[src/verilog/uecs_pkg.sv]
// Constants and carrier types of the endpoint configuration/status block
package uecs_pkg;
   localparam int NUM_EP = 7;
   localparam int ADDR_W = 12;

   localparam logic [11:0] OFS_EP_ENABLE    = 12'h01C;
   localparam logic [11:0] OFS_FRAME_NUMBER = 12'h020;
   localparam logic [11:0] OFS_EP_CONFIG    = 12'h100;
   localparam logic [11:0] OFS_EP_STATUS    = 12'h130;
   localparam logic [11:0] OFS_EP_CONTROL   = 12'h1C0;

   localparam logic [1:0] RESP_OKAY   = 2'h0;
   localparam logic [1:0] RESP_SLVERR = 2'h2;

   // Frame number register
   localparam int FRM_CRC_ERR = 15;
   localparam int FRM_NUM_LSB = 3;
   // Endpoint configuration register
   localparam int CFG_TYPE_LSB = 11;
   localparam int CFG_AUTO_BANK_SWITCH   = 9;
   localparam int CFG_DIR      = 8;
   localparam int CFG_SIZE_LSB = 5;
   localparam int CFG_BANK_LSB = 3;
   localparam int CFG_MEMORY_ALLOCATE    = 2;
   // Endpoint status register
   localparam int STA_BYTES_LSB = 20;
   localparam int STA_CFG_OK    = 18;
   localparam int STA_CTRL_DIR  = 17;
   localparam int STA_RW_OK     = 16;
   localparam int STA_CURR_LSB  = 14;
   localparam int STA_BUSY_LSB  = 12;
   localparam int STA_DATA_TOGGLE_SEQ_LSB = 8;
   // Endpoint control register
   localparam int CTL_BUSY_IE  = 0;
   localparam int CTL_STALL    = 1;
   localparam int CTL_FIFO_CLR = 2;

   localparam logic [1:0]  DATA_TOGGLE_SEQ_RESET        = 2'h1;
   localparam logic [1:0]  BANK_CODE_RESERVED = 2'h3;
   localparam logic [1:0]  EP0_MAX_BANK_CODE  = 2'h0;
   localparam logic [1:0]  EPN_MAX_BANK_CODE  = 2'h2;
   localparam logic [2:0]  EP0_MAX_SIZE_CODE  = 3'h3;
   localparam logic [2:0]  EPN_MAX_SIZE_CODE  = 3'h7;
   localparam logic [15:0] DPRAM_BYTES        = 16'h1000;
   localparam logic [10:0] BANK_UNIT_BYTES    = 11'h008;
   localparam logic [10:0] BYTE_COUNT_MAX     = 11'h7FF;

   typedef enum logic [1:0] {
      EP_CONTROL     = 2'h0,
      EP_ISOCHRONOUS = 2'h1,
      EP_BULK        = 2'h2,
      EP_INTERRUPT   = 2'h3
   } uecs_ep_type_e;

   typedef struct packed {
      logic        busReset;
      logic        sofValid;
      logic        sofCrcError;
      logic [10:0] sofFrame;
      logic        setupValid;
      logic        setupDirIn;
      logic        hostByte;
      logic        bankDone;
      logic [2:0]  ep;
   } uecs_usb_event_s;

   typedef struct packed {
      logic       access;
      logic [2:0] ep;
   } uecs_sw_fifo_s;
endpackage

[src/verilog/uecs_top.sv]
// Endpoint configuration and status logic with AXI4-Lite register access
`timescale 1ns/10ps
`default_nettype none

// Contract
// Disabled endpoint goes idle, status resets
// Frame CRC error flag tracks SOF
// Hold last SOF frame number, bus-reset clear
// Endpoint type decode, cleared on bus reset
// Auto bank switch bit, cleared on reset
// Direction bit IN/OUT, cleared on reset
// Bank size code, kept for endpoint zero
// Bank count code, kept for endpoint zero
// Software uses one bank on control
// Allocate bit, kept for endpoint zero
// Config ok evaluated on every allocate; an allocate written while the endpoint is disabled leaves it clear
// Software rewrites bank fields when rejected
// Byte count follows FIFO fill and drain
// Count and bank may lag one cycle
// Setup packet sets control direction
// Read/write allowed from bank state
// Software ignores rw-allowed on control
// Current bank reported for non-control endpoints
// Busy bank count per direction
// Busy bank interrupt when free or full
// Busy count updates two cycles after release
// Data toggle resets to Data1
// Registers replicated per endpoint, stride four
module uecs_top
   import uecs_pkg::*;
(
   input  wire logic              clk,
   input  wire logic              resetn,
   input  wire logic              s_axi_awvalid,
   output logic                   s_axi_awready,
   input  wire logic [ADDR_W-1:0] s_axi_awaddr,
   input  wire logic              s_axi_wvalid,
   output logic                   s_axi_wready,
   input  wire logic [31:0]       s_axi_wdata,
   input  wire logic [3:0]        s_axi_wstrb,
   output logic                   s_axi_bvalid,
   input  wire logic              s_axi_bready,
   output logic [1:0]             s_axi_bresp,
   input  wire logic              s_axi_arvalid,
   output logic                   s_axi_arready,
   input  wire logic [ADDR_W-1:0] s_axi_araddr,
   output logic                   s_axi_rvalid,
   input  wire logic              s_axi_rready,
   output logic [31:0]            s_axi_rdata,
   output logic [1:0]             s_axi_rresp,
   input  wire uecs_usb_event_s   usbEv,
   input  wire uecs_sw_fifo_s     swFifo,
   input  wire logic [NUM_EP-1:0] epError,
   output logic [NUM_EP-1:0]      endpointIrq,
   output logic [NUM_EP-1:0]      endpointEnable
);

   logic [11:0]   wrAddr;
   logic [31:0]   wrData;
   logic [3:0]    wrStrb;
   logic [31:0]   wrMask;
   logic          doWrite;
   logic [3:0]    wCfg;
   logic [3:0]    wCtl;
   logic [3:0]    wSta;
   logic          wMapped;
   logic [3:0]    rCfg;
   logic [3:0]    rCtl;
   logic [3:0]    rSta;
   logic [31:0]   rdWord;
   logic          rdOk;
   logic [10:0]   frameValue;
   logic          frameCrcError;
   logic [15:0]   totalBytes;
   logic [NUM_EP-1:0] irqNext;

   uecs_ep_type_e endpoint_type    [NUM_EP];
   logic          auto_bank_switch    [NUM_EP];
   logic          dirIn     [NUM_EP];
   logic [2:0]    sizeCode  [NUM_EP];
   logic [1:0]    bankCode  [NUM_EP];
   logic          memory_allocate     [NUM_EP];
   logic          config_ok     [NUM_EP];
   logic          control_direction   [NUM_EP];
   logic          rwAllowed [NUM_EP];
   logic [10:0]   byteCount [NUM_EP];
   logic [1:0]    currBank  [NUM_EP];
   logic [1:0]    busyBanks [NUM_EP];
   logic [1:0]    data_toggle_seq     [NUM_EP];
   logic [1:0]    clrPipe   [NUM_EP];
   logic          busyIrqEn [NUM_EP];
   logic          stallReq  [NUM_EP];
   logic [15:0]   usage     [NUM_EP];
   logic [31:0]   cfgWord   [NUM_EP];
   logic [31:0]   staWord   [NUM_EP];
   logic [31:0]   ctlWord   [NUM_EP];

   // Valid flag on top, endpoint index below
   function automatic logic [3:0] ep_slot(input logic [11:0] a,
                                          input logic [11:0] base);
      logic [11:0] d;
      d = a - base;
      ep_slot = {(a >= base) && (d[1:0] == 2'h0) &&
                 (d[11:2] < 10'(NUM_EP)), d[4:2]};
   endfunction

   // Write channel: address and data are taken independently
   assign doWrite = !s_axi_awready && !s_axi_wready && !s_axi_bvalid;
   assign wrMask  = {{8{wrStrb[3]}}, {8{wrStrb[2]}},
                     {8{wrStrb[1]}}, {8{wrStrb[0]}}};
   assign wCfg    = ep_slot(wrAddr, OFS_EP_CONFIG);
   assign wCtl    = ep_slot(wrAddr, OFS_EP_CONTROL);
   assign wSta    = ep_slot(wrAddr, OFS_EP_STATUS);
   assign wMapped = wCfg[3] || wCtl[3] || wSta[3] ||
                    wrAddr == OFS_EP_ENABLE || wrAddr == OFS_FRAME_NUMBER;

   always_ff @(posedge clk or negedge resetn) begin
      if (!resetn) begin
         s_axi_awready <= 1'b1;
         wrAddr        <= 12'h000;
      end else if (s_axi_awvalid && s_axi_awready) begin
         s_axi_awready <= 1'b0;
         wrAddr        <= s_axi_awaddr;
      end else if (s_axi_bvalid && s_axi_bready) begin
         s_axi_awready <= 1'b1;
      end
   end

   always_ff @(posedge clk or negedge resetn) begin
      if (!resetn) begin
         s_axi_wready <= 1'b1;
         wrData       <= 32'h0000_0000;
         wrStrb       <= 4'h0;
      end else if (s_axi_wvalid && s_axi_wready) begin
         s_axi_wready <= 1'b0;
         wrData       <= s_axi_wdata;
         wrStrb       <= s_axi_wstrb;
      end else if (s_axi_bvalid && s_axi_bready) begin
         s_axi_wready <= 1'b1;
      end
   end

   // Writes to read-only registers are ignored but still answered OKAY
   always_ff @(posedge clk or negedge resetn) begin
      if (!resetn) begin
         s_axi_bvalid <= 1'b0;
         s_axi_bresp  <= RESP_OKAY;
      end else if (doWrite) begin
         s_axi_bvalid <= 1'b1;
         s_axi_bresp  <= wMapped ? RESP_OKAY : RESP_SLVERR;
      end else if (s_axi_bready) begin
         s_axi_bvalid <= 1'b0;
      end
   end

   // Read channel answers one cycle after the address is taken
   assign rCfg = ep_slot(s_axi_araddr, OFS_EP_CONFIG);
   assign rCtl = ep_slot(s_axi_araddr, OFS_EP_CONTROL);
   assign rSta = ep_slot(s_axi_araddr, OFS_EP_STATUS);

   always_comb begin
      rdWord = 32'h0000_0000;
      rdOk   = 1'b1;
      if (rCfg[3]) begin
         rdWord = cfgWord[rCfg[2:0]];
      end else if (rSta[3]) begin
         rdWord = staWord[rSta[2:0]];
      end else if (rCtl[3]) begin
         rdWord = ctlWord[rCtl[2:0]];
      end else if (s_axi_araddr == OFS_EP_ENABLE) begin
         rdWord[NUM_EP-1:0] = endpointEnable;
      end else if (s_axi_araddr == OFS_FRAME_NUMBER) begin
         rdWord[FRM_CRC_ERR]          = frameCrcError;
         rdWord[FRM_NUM_LSB +: 11]    = frameValue;
      end else begin
         rdOk = 1'b0;
      end
   end

   always_ff @(posedge clk or negedge resetn) begin
      if (!resetn) begin
         s_axi_arready <= 1'b1;
         s_axi_rvalid  <= 1'b0;
         s_axi_rdata   <= 32'h0000_0000;
         s_axi_rresp   <= RESP_OKAY;
      end else if (s_axi_arvalid && s_axi_arready) begin
         s_axi_arready <= 1'b0;
         s_axi_rvalid  <= 1'b1;
         s_axi_rdata   <= rdWord;
         s_axi_rresp   <= rdOk ? RESP_OKAY : RESP_SLVERR;
      end else if (s_axi_rvalid && s_axi_rready) begin
         s_axi_rvalid  <= 1'b0;
         s_axi_arready <= 1'b1;
      end
   end

   always_ff @(posedge clk or negedge resetn) begin
      if (!resetn) begin
         endpointEnable <= '0;
      end else if (doWrite && wrAddr == OFS_EP_ENABLE) begin
         endpointEnable <= (endpointEnable & ~wrMask[NUM_EP-1:0]) |
                           (wrData[NUM_EP-1:0] & wrMask[NUM_EP-1:0]);
      end
   end

   // A corrupted SOF still loads the frame number
   always_ff @(posedge clk or negedge resetn) begin
      if (!resetn) begin
         frameValue    <= 11'h000;
         frameCrcError <= 1'b0;
      end else if (usbEv.busReset) begin
         frameValue    <= 11'h000;
         frameCrcError <= 1'b0;
      end else if (usbEv.sofValid) begin
         frameValue    <= usbEv.sofFrame;
         frameCrcError <= usbEv.sofCrcError;
      end
   end

   always_ff @(posedge clk or negedge resetn) begin
      if (!resetn) begin
         endpointIrq <= '0;
      end else begin
         endpointIrq <= irqNext;
      end
   end

   // Memory already claimed by allocated endpoints
   always_comb begin
      totalBytes = 16'h0000;
      for (int j = 0; j < NUM_EP; j++) begin
         if (memory_allocate[j]) begin
            totalBytes = totalBytes + usage[j];
         end
      end
   end

   for (genvar i = 0; i < NUM_EP; i++) begin : g_ep
      localparam logic [2:0] EP_ID = 3'(i);
      localparam logic [1:0] MAX_BANK =
         (i == 0) ? EP0_MAX_BANK_CODE : EPN_MAX_BANK_CODE;
      localparam logic [2:0] MAX_SIZE =
         (i == 0) ? EP0_MAX_SIZE_CODE : EPN_MAX_SIZE_CODE;
      logic [31:0] newCfg;
      logic [15:0] newNeed;
      logic [15:0] others;
      logic [10:0] sizeBytes;
      logic [2:0]  nb;
      logic        fits;
      logic        cfgWr;
      logic        clrWr;
      logic        kill;
      logic        isCtrl;
      logic        hostHit;
      logic        swHit;
      logic        bankHit;
      logic        up;
      logic        dn;
      logic        inc;
      logic        dec;

      assign cfgWr   = doWrite && wCfg == {1'b1, EP_ID};
      assign clrWr   = doWrite && wCtl == {1'b1, EP_ID} && wrStrb[0] &&
                       wrData[CTL_FIFO_CLR] && endpointEnable[i];
      assign kill    = usbEv.busReset || !endpointEnable[i];
      assign isCtrl  = endpoint_type[i] == EP_CONTROL;
      assign hostHit = usbEv.hostByte && usbEv.ep == EP_ID;
      assign bankHit = usbEv.bankDone && usbEv.ep == EP_ID;
      assign swHit   = swFifo.access && swFifo.ep == EP_ID;
      assign nb      = {1'b0, bankCode[i]} + 3'h1;
      assign sizeBytes = BANK_UNIT_BYTES << sizeCode[i];
      assign usage[i]  = 16'(sizeBytes) * {13'h0000, nb};
      assign newCfg  = (cfgWord[i] & ~wrMask) | (wrData & wrMask);
      assign newNeed = (16'(BANK_UNIT_BYTES) <<
                        newCfg[CFG_SIZE_LSB +: 3]) *
                       (16'(newCfg[CFG_BANK_LSB +: 2]) + 16'h0001);
      assign others  = totalBytes - (memory_allocate[i] ? usage[i] : 16'h0000);
      assign fits    =
         newCfg[CFG_BANK_LSB +: 2] != BANK_CODE_RESERVED &&
         newCfg[CFG_BANK_LSB +: 2] <= MAX_BANK &&
         newCfg[CFG_SIZE_LSB +: 3] <= MAX_SIZE &&
         (others + newNeed) <= DPRAM_BYTES;

      always_comb begin
         cfgWord[i] = 32'h0000_0000;
         cfgWord[i][CFG_TYPE_LSB +: 2] = endpoint_type[i];
         cfgWord[i][CFG_AUTO_BANK_SWITCH]        = auto_bank_switch[i];
         cfgWord[i][CFG_DIR]           = dirIn[i];
         cfgWord[i][CFG_SIZE_LSB +: 3] = sizeCode[i];
         cfgWord[i][CFG_BANK_LSB +: 2] = bankCode[i];
         cfgWord[i][CFG_MEMORY_ALLOCATE]         = memory_allocate[i];
         staWord[i] = 32'h0000_0000;
         staWord[i][STA_BYTES_LSB +: 11] = byteCount[i];
         staWord[i][STA_CFG_OK]          = config_ok[i];
         staWord[i][STA_CTRL_DIR]        = control_direction[i];
         staWord[i][STA_RW_OK]           = rwAllowed[i];
         staWord[i][STA_CURR_LSB +: 2]   = currBank[i];
         staWord[i][STA_BUSY_LSB +: 2]   = busyBanks[i];
         staWord[i][STA_DATA_TOGGLE_SEQ_LSB +: 2]  = data_toggle_seq[i];
         ctlWord[i] = 32'h0000_0000;
         ctlWord[i][CTL_BUSY_IE] = busyIrqEn[i];
         ctlWord[i][CTL_STALL]   = stallReq[i];
      end

      // Layout fields except auto_bank_switch survive a disable; a bus reset clears them, sparing size, bank and allocate on endpoint 0
      always_ff @(posedge clk or negedge resetn) begin
         if (!resetn) begin
            endpoint_type[i]   <= EP_CONTROL;
            auto_bank_switch[i]   <= 1'b0;
            dirIn[i]    <= 1'b0;
            sizeCode[i] <= 3'h0;
            bankCode[i] <= 2'h0;
            memory_allocate[i]    <= 1'b0;
         end else if (usbEv.busReset) begin
            endpoint_type[i] <= EP_CONTROL;
            auto_bank_switch[i] <= 1'b0;
            dirIn[i]  <= 1'b0;
            if (i != 0) begin
               sizeCode[i] <= 3'h0;
               bankCode[i] <= 2'h0;
               memory_allocate[i]    <= 1'b0;
            end
         end else if (cfgWr) begin
            endpoint_type[i]   <= uecs_ep_type_e'(newCfg[CFG_TYPE_LSB +: 2]);
            auto_bank_switch[i]   <= newCfg[CFG_AUTO_BANK_SWITCH];
            dirIn[i]    <= newCfg[CFG_DIR];
            sizeCode[i] <= newCfg[CFG_SIZE_LSB +: 3];
            bankCode[i] <= newCfg[CFG_BANK_LSB +: 2];
            memory_allocate[i]    <= newCfg[CFG_MEMORY_ALLOCATE];
         end else if (!endpointEnable[i]) begin
            auto_bank_switch[i] <= 1'b0;
         end
      end

      always_ff @(posedge clk or negedge resetn) begin
         if (!resetn) begin
            busyIrqEn[i] <= 1'b0;
            stallReq[i]  <= 1'b0;
         end else if (kill) begin
            busyIrqEn[i] <= 1'b0;
            stallReq[i]  <= 1'b0;
         end else if (doWrite && wCtl == {1'b1, EP_ID} && wrStrb[0]) begin
            busyIrqEn[i] <= wrData[CTL_BUSY_IE];
            stallReq[i]  <= wrData[CTL_STALL];
         end
      end

      // Release travels two stages so busy count settles after address
      always_ff @(posedge clk or negedge resetn) begin
         if (!resetn) begin
            clrPipe[i] <= 2'h0;
         end else begin
            clrPipe[i] <= kill ? 2'h0 : {clrPipe[i][0], clrWr};
         end
      end

      // Software validation and host completion move the count apart
      assign up  = (clrPipe[i][1] && dirIn[i]) || (bankHit && !dirIn[i]);
      assign dn  = (clrPipe[i][1] && !dirIn[i]) || (bankHit && dirIn[i]);
      assign inc = dirIn[i] ? swHit : hostHit;
      assign dec = dirIn[i] ? hostHit : swHit;

      always_ff @(posedge clk or negedge resetn) begin
         if (!resetn) begin
            busyBanks[i] <= 2'h0;
         end else if (kill) begin
            busyBanks[i] <= 2'h0;
         end else if (up && !dn && {1'b0, busyBanks[i]} < nb) begin
            busyBanks[i] <= busyBanks[i] + 2'h1;
         end else if (dn && !up && busyBanks[i] != 2'h0) begin
            busyBanks[i] <= busyBanks[i] - 2'h1;
         end
      end

      always_ff @(posedge clk or negedge resetn) begin
         if (!resetn) begin
            byteCount[i] <= 11'h000;
            currBank[i]  <= 2'h0;
         end else if (kill) begin
            byteCount[i] <= 11'h000;
            currBank[i]  <= 2'h0;
         end else if (clrPipe[i][1]) begin
            byteCount[i] <= 11'h000;
            if (!isCtrl) begin
               currBank[i] <= ({1'b0, currBank[i]} + 3'h1 >= nb) ?
                              2'h0 : currBank[i] + 2'h1;
            end
         end else if (inc && !dec && byteCount[i] != BYTE_COUNT_MAX) begin
            byteCount[i] <= byteCount[i] + 11'h001;
         end else if (dec && !inc && byteCount[i] != 11'h000) begin
            byteCount[i] <= byteCount[i] - 11'h001;
         end
      end

      always_ff @(posedge clk or negedge resetn) begin
         if (!resetn) begin
            config_ok[i]   <= 1'b0;
            control_direction[i] <= 1'b0;
            data_toggle_seq[i]   <= DATA_TOGGLE_SEQ_RESET;
         end else if (kill) begin
            config_ok[i]   <= 1'b0;
            control_direction[i] <= 1'b0;
            data_toggle_seq[i]   <= DATA_TOGGLE_SEQ_RESET;
         end else begin
            if (cfgWr && newCfg[CFG_MEMORY_ALLOCATE]) begin
               config_ok[i] <= fits;
            end
            if (usbEv.setupValid && usbEv.ep == EP_ID) begin
               control_direction[i] <= usbEv.setupDirIn;
            end
            if (bankHit) begin
               data_toggle_seq[i] <= {1'b0, ~data_toggle_seq[i][0]};
            end
         end
      end

      // Registered, so it trails the bank state by one cycle
      always_ff @(posedge clk or negedge resetn) begin
         if (!resetn) begin
            rwAllowed[i] <= 1'b0;
         end else if (kill || isCtrl || stallReq[i] || epError[i]) begin
            rwAllowed[i] <= 1'b0;
         end else if (dirIn[i]) begin
            rwAllowed[i] <= {1'b0, busyBanks[i]} < nb &&
                            byteCount[i] < sizeBytes;
         end else begin
            rwAllowed[i] <= busyBanks[i] != 2'h0 &&
                            byteCount[i] != 11'h000;
         end
      end

      assign irqNext[i] = !kill && busyIrqEn[i] &&
         (dirIn[i] ? busyBanks[i] == 2'h0
                   : {1'b0, busyBanks[i]} == nb);

   end
endmodule

`default_nettype wire
[config.mk]
export PLATFORM = sky130hd
export DESIGN_NAME = uecs_top
export DESIGN_NICKNAME = d
export VERILOG_FILES = /design/src/verilog/uecs_pkg.sv /design/src/verilog/uecs_top.sv
export SDC_FILE = /design/constraint.sdc
export NUM_CORES = 2
export LEC_CHECK = 0
export BUFFER_PORTS_ARGS = -buffer_cell sky130_fd_sc_hd__buf_2
export CAP_MARGIN = 30
export CORE_AREA = 3 3 341 343
export CTS_BUF_LIST = sky130_fd_sc_hd__clkbuf_4 sky130_fd_sc_hd__clkbuf_8
export CTS_CLUSTER_SIZE = 20
export DETAILED_ROUTE_END_ITERATION = 16
export DIE_AREA = 0 0 344 346
export MAX_ROUTING_LAYER = met4
export PLACE_DENSITY = 0.59
export SYNTH_ARGS = -nofsm -noshare
export SYNTH_HDL_FRONTEND = slang
export SYNTH_SLANG_ARGS = --single-unit
[constraint.sdc]
create_clock -name clk -period 14.4 [get_ports clk]
set_input_delay 2.88 -clock clk [delete_from_list [all_inputs] [get_ports clk]]
set_output_delay 2.88 -clock clk [all_outputs]
set_load 0.01 [all_outputs]
==> run metrics <==
status finished, final reports clean; synthesis-stage register bit count 320; Max-Cap Viols 0; CTS tree done; Area after DPL 42,100 um^2; port buffer count 127; DRC errors left 0; DRT Pass-1 Iters 6; Final Wtd Congestion 0.972; most frequent cells after synthesis 597 x nor2_1, 533 x inv_1, 467 x nand2_1, 454 x ha_1, 404 x a21oi_1; max-slew violations 0; die width 344 um; die footprint 119,000 um^2; most used cell, CP ha_1; pre-CTS WS 1.26 ns; Iter 0 DRT Violations 2,929; setup TNS 0 ns; FP Rows 124; clock network fraction of total power 17.5%; CTS Buf Count 61; slowest stage delay, CP 0.65 ns; average wire per standard cell 20.1 um; CP Buf/Inv Count 4; most common cell in the netlist nor2_1; antenna viol nets, final 0; Reg2Reg Setup Slack 1.14 ns; CP arrival 13.89 ns; # Post-CTS Setup Buffers 0; Worst-Skew Late Latency 0.73 ns; CTS root buf clkbuf_8; Hold Path Class register to register; top cells by area in the synthesized netlist dfrtp_1 20%, ha_1 14%, fa_1 12%; Worst Hold Depth 1; CP Class register to register; clock sink total 320; adder-cell share of the synthesized area 25.9%; RSZ-0062 raised after global routing no; Synth Area in Compound Gates 16.4%; post-synthesis instance total 4,926; Hold WS 0.445 ns; fin area 43,500 um^2; first-pass GRT wire length 202,000 um; critical hold path startpoint clrPipe[0]; Yosys top cell area share 19.5%; initial antenna violation count 12; FF-to-FF path depth 56; vias in the first global route 33,400; Nets 5,774; Synth Cell Area 39,700 um^2; asr flop ratio synth 100%; core area 114,000 um^2; Pint 3.24 mW; CTS clk-pin slew, worst paths 0.06 ns; boundary pin count 154; Post-CTS Hold Fix Bufs 0; LEAKAGE 20.5 nW; Synth cell types 91; fin crit period 13.26 ns; Final Total Pwr 6.11 mW; Worst VDD drop 96.6 uV; Finish-stage setup viols 0; Max clock buf depth 3; WL final 132,000 um; Yosys top cell by area dfrtp_1; r2r startpoint bankCode[12]; Reg power frac 17.4%; Slew Limit Headroom 28.7%; Via Count 35,200; total track usage 22.5%; Worst R2R End config_ok[1]; critical path capture point type register; final hold vios 0; simple logic cell fraction of the synthesized area 20.0%; Gate power share 65.1%; largest net degree at the start of global routing 71; number of synthesized flops with an enable pin 0; total gr overflow 0; htree depth 2; ys flop type dfrtp_1; CP required 15.03 ns; delay-heaviest family, CP adder cells; CP Max Fanout 8; crit path launch type register; Synth Area in XOR/XNOR 4.90%; worst-margin pin slew 1.07 ns; Worst Skew 0.0301 ns; worst hold endpoint clrPipe[1]; Yosys warning count 0; DP HPWL 106,000 um; post-synthesis mux area share 5.43%; Worst path slowest cell fa_1; main combinational cell family by area after synthesis adder cells; Sw Share 46.9%; initial core utilization 34.8%; crit path setup slack, layout 1.14 ns; FMAX 75.4 MHz; cts repair resizes 0; pwr/cell area 141 nW/um^2; Seq/Total Area, Yosys 20.2%; DR vias/cell 5.37; Syn Area/Cell 8.06 um^2; Area Overhead vs Synth 9.58%; final period utilization 92.1%; layout cells sized above 1 9.15%; NetSw 2.87 mW; DIE HEIGHT 346 um
## layout by cell type, fill, tap and decap left out, types with 74 or more instances in the layout
cell        n
fa_1      230
nor2b_1    84
clkbuf_8   80
and2_1     74
ha_1      454
a21oi_1   404
a21o_1     76
nor3_1    128
dfrtp_1   309
o21ai_0   252
nor2_1    597
inv_1     533
xnor2_1   140
nand3_1   124
buf_2     123
nand2_1   467
## cells by family (layout without fill, tap and decap cells)
family,Yosys count,after routing
xor gates and xnor gates,205,205
muxes,168,168
and+or+nand+nor,1735,1735
buffers and inverters,740,848
DFF,320,320
other,1,12
AOI/OAI and AO/OA,1072,1072
adders and majority gates,685,685
## state kept, by name (all words and copies together), names as in the netlist, 11 cells and up
register	count
bankCode	14
busyBanks	14
byteCount	77
cfgWord	49
clrPipe	14
currBank	14
frameValue	11
s_axi_rdata	30
wrAddr	12
wrData	12
## worst reg2reg max path: cells and delay by family, from the launching register on
family                   cells  cell delay [ns]
flip-flops                   1             0.46
AND/OR/NAND/NOR             18             3.15
adder cells (fa/ha/maj)     12             4.38
AO/OA/AOI/OAI               15             3.08
XOR/XNOR                     5             0.78
buffers and inverters        4             0.74
multiplexers                 2             0.60
## power groups by stage
stage	clock, mW	combinational, mW	sequential, mW
finish	1.07	3.98	1.06
global placement	0	3.90	1.07
global route	1.13	4.56	1.06
floorplan	0	3.11	0.995
detailed placement	0	3.95	1.07
CTS	1.09	3.99	1.06
## routing by layer
metal  up-vias  GRT usage, %  wire length, um
met5         -             -                0
met4         0          7.27             4840
met3       222          2.63             8180
met2      1110          33.7            57700
met1     17000          31.7            61300
li1      16900             -                -
## through the flow
step	util, %	cells
2_1_floorplan	-	4929
6_report	38.2	6557
5_1_grt	38.2	6556
3_3_place_gp	36.9	6436
4_1_cts	38.2	6549
3_5_place_dp	36.9	6440
## cell type report
class / instances / area, um^2
tap: 1512 / 1890
timing repair buffer: 196 / 1210
fill: 11800 / 70400
clock inverter: 18 / 226
multi-input combinational: 3869 / 28900
inverter: 543 / 2040
clock buffer: 91 / 1180
antenna: 8 / 20.0
sequential: 320 / 8020
## how the worst max path moves through the flow
stage	depth (start not counted)	to	slack [ns]	start
2_1_floorplan	55	config_ok[1]	3.19	bankCode[12]
3_3_place_gp	56	config_ok[1]	1.30	bankCode[12]
3_5_place_dp	56	config_ok[1]	1.26	bankCode[12]
4_1_cts	59	config_ok[1]	1.17	cfgWord[166]
5_1_grt	59	config_ok[1]	0.37	cfgWord[166]
6_report	56	config_ok[1]	1.14	bankCode[12]
(Power assumes the default switching activity.)
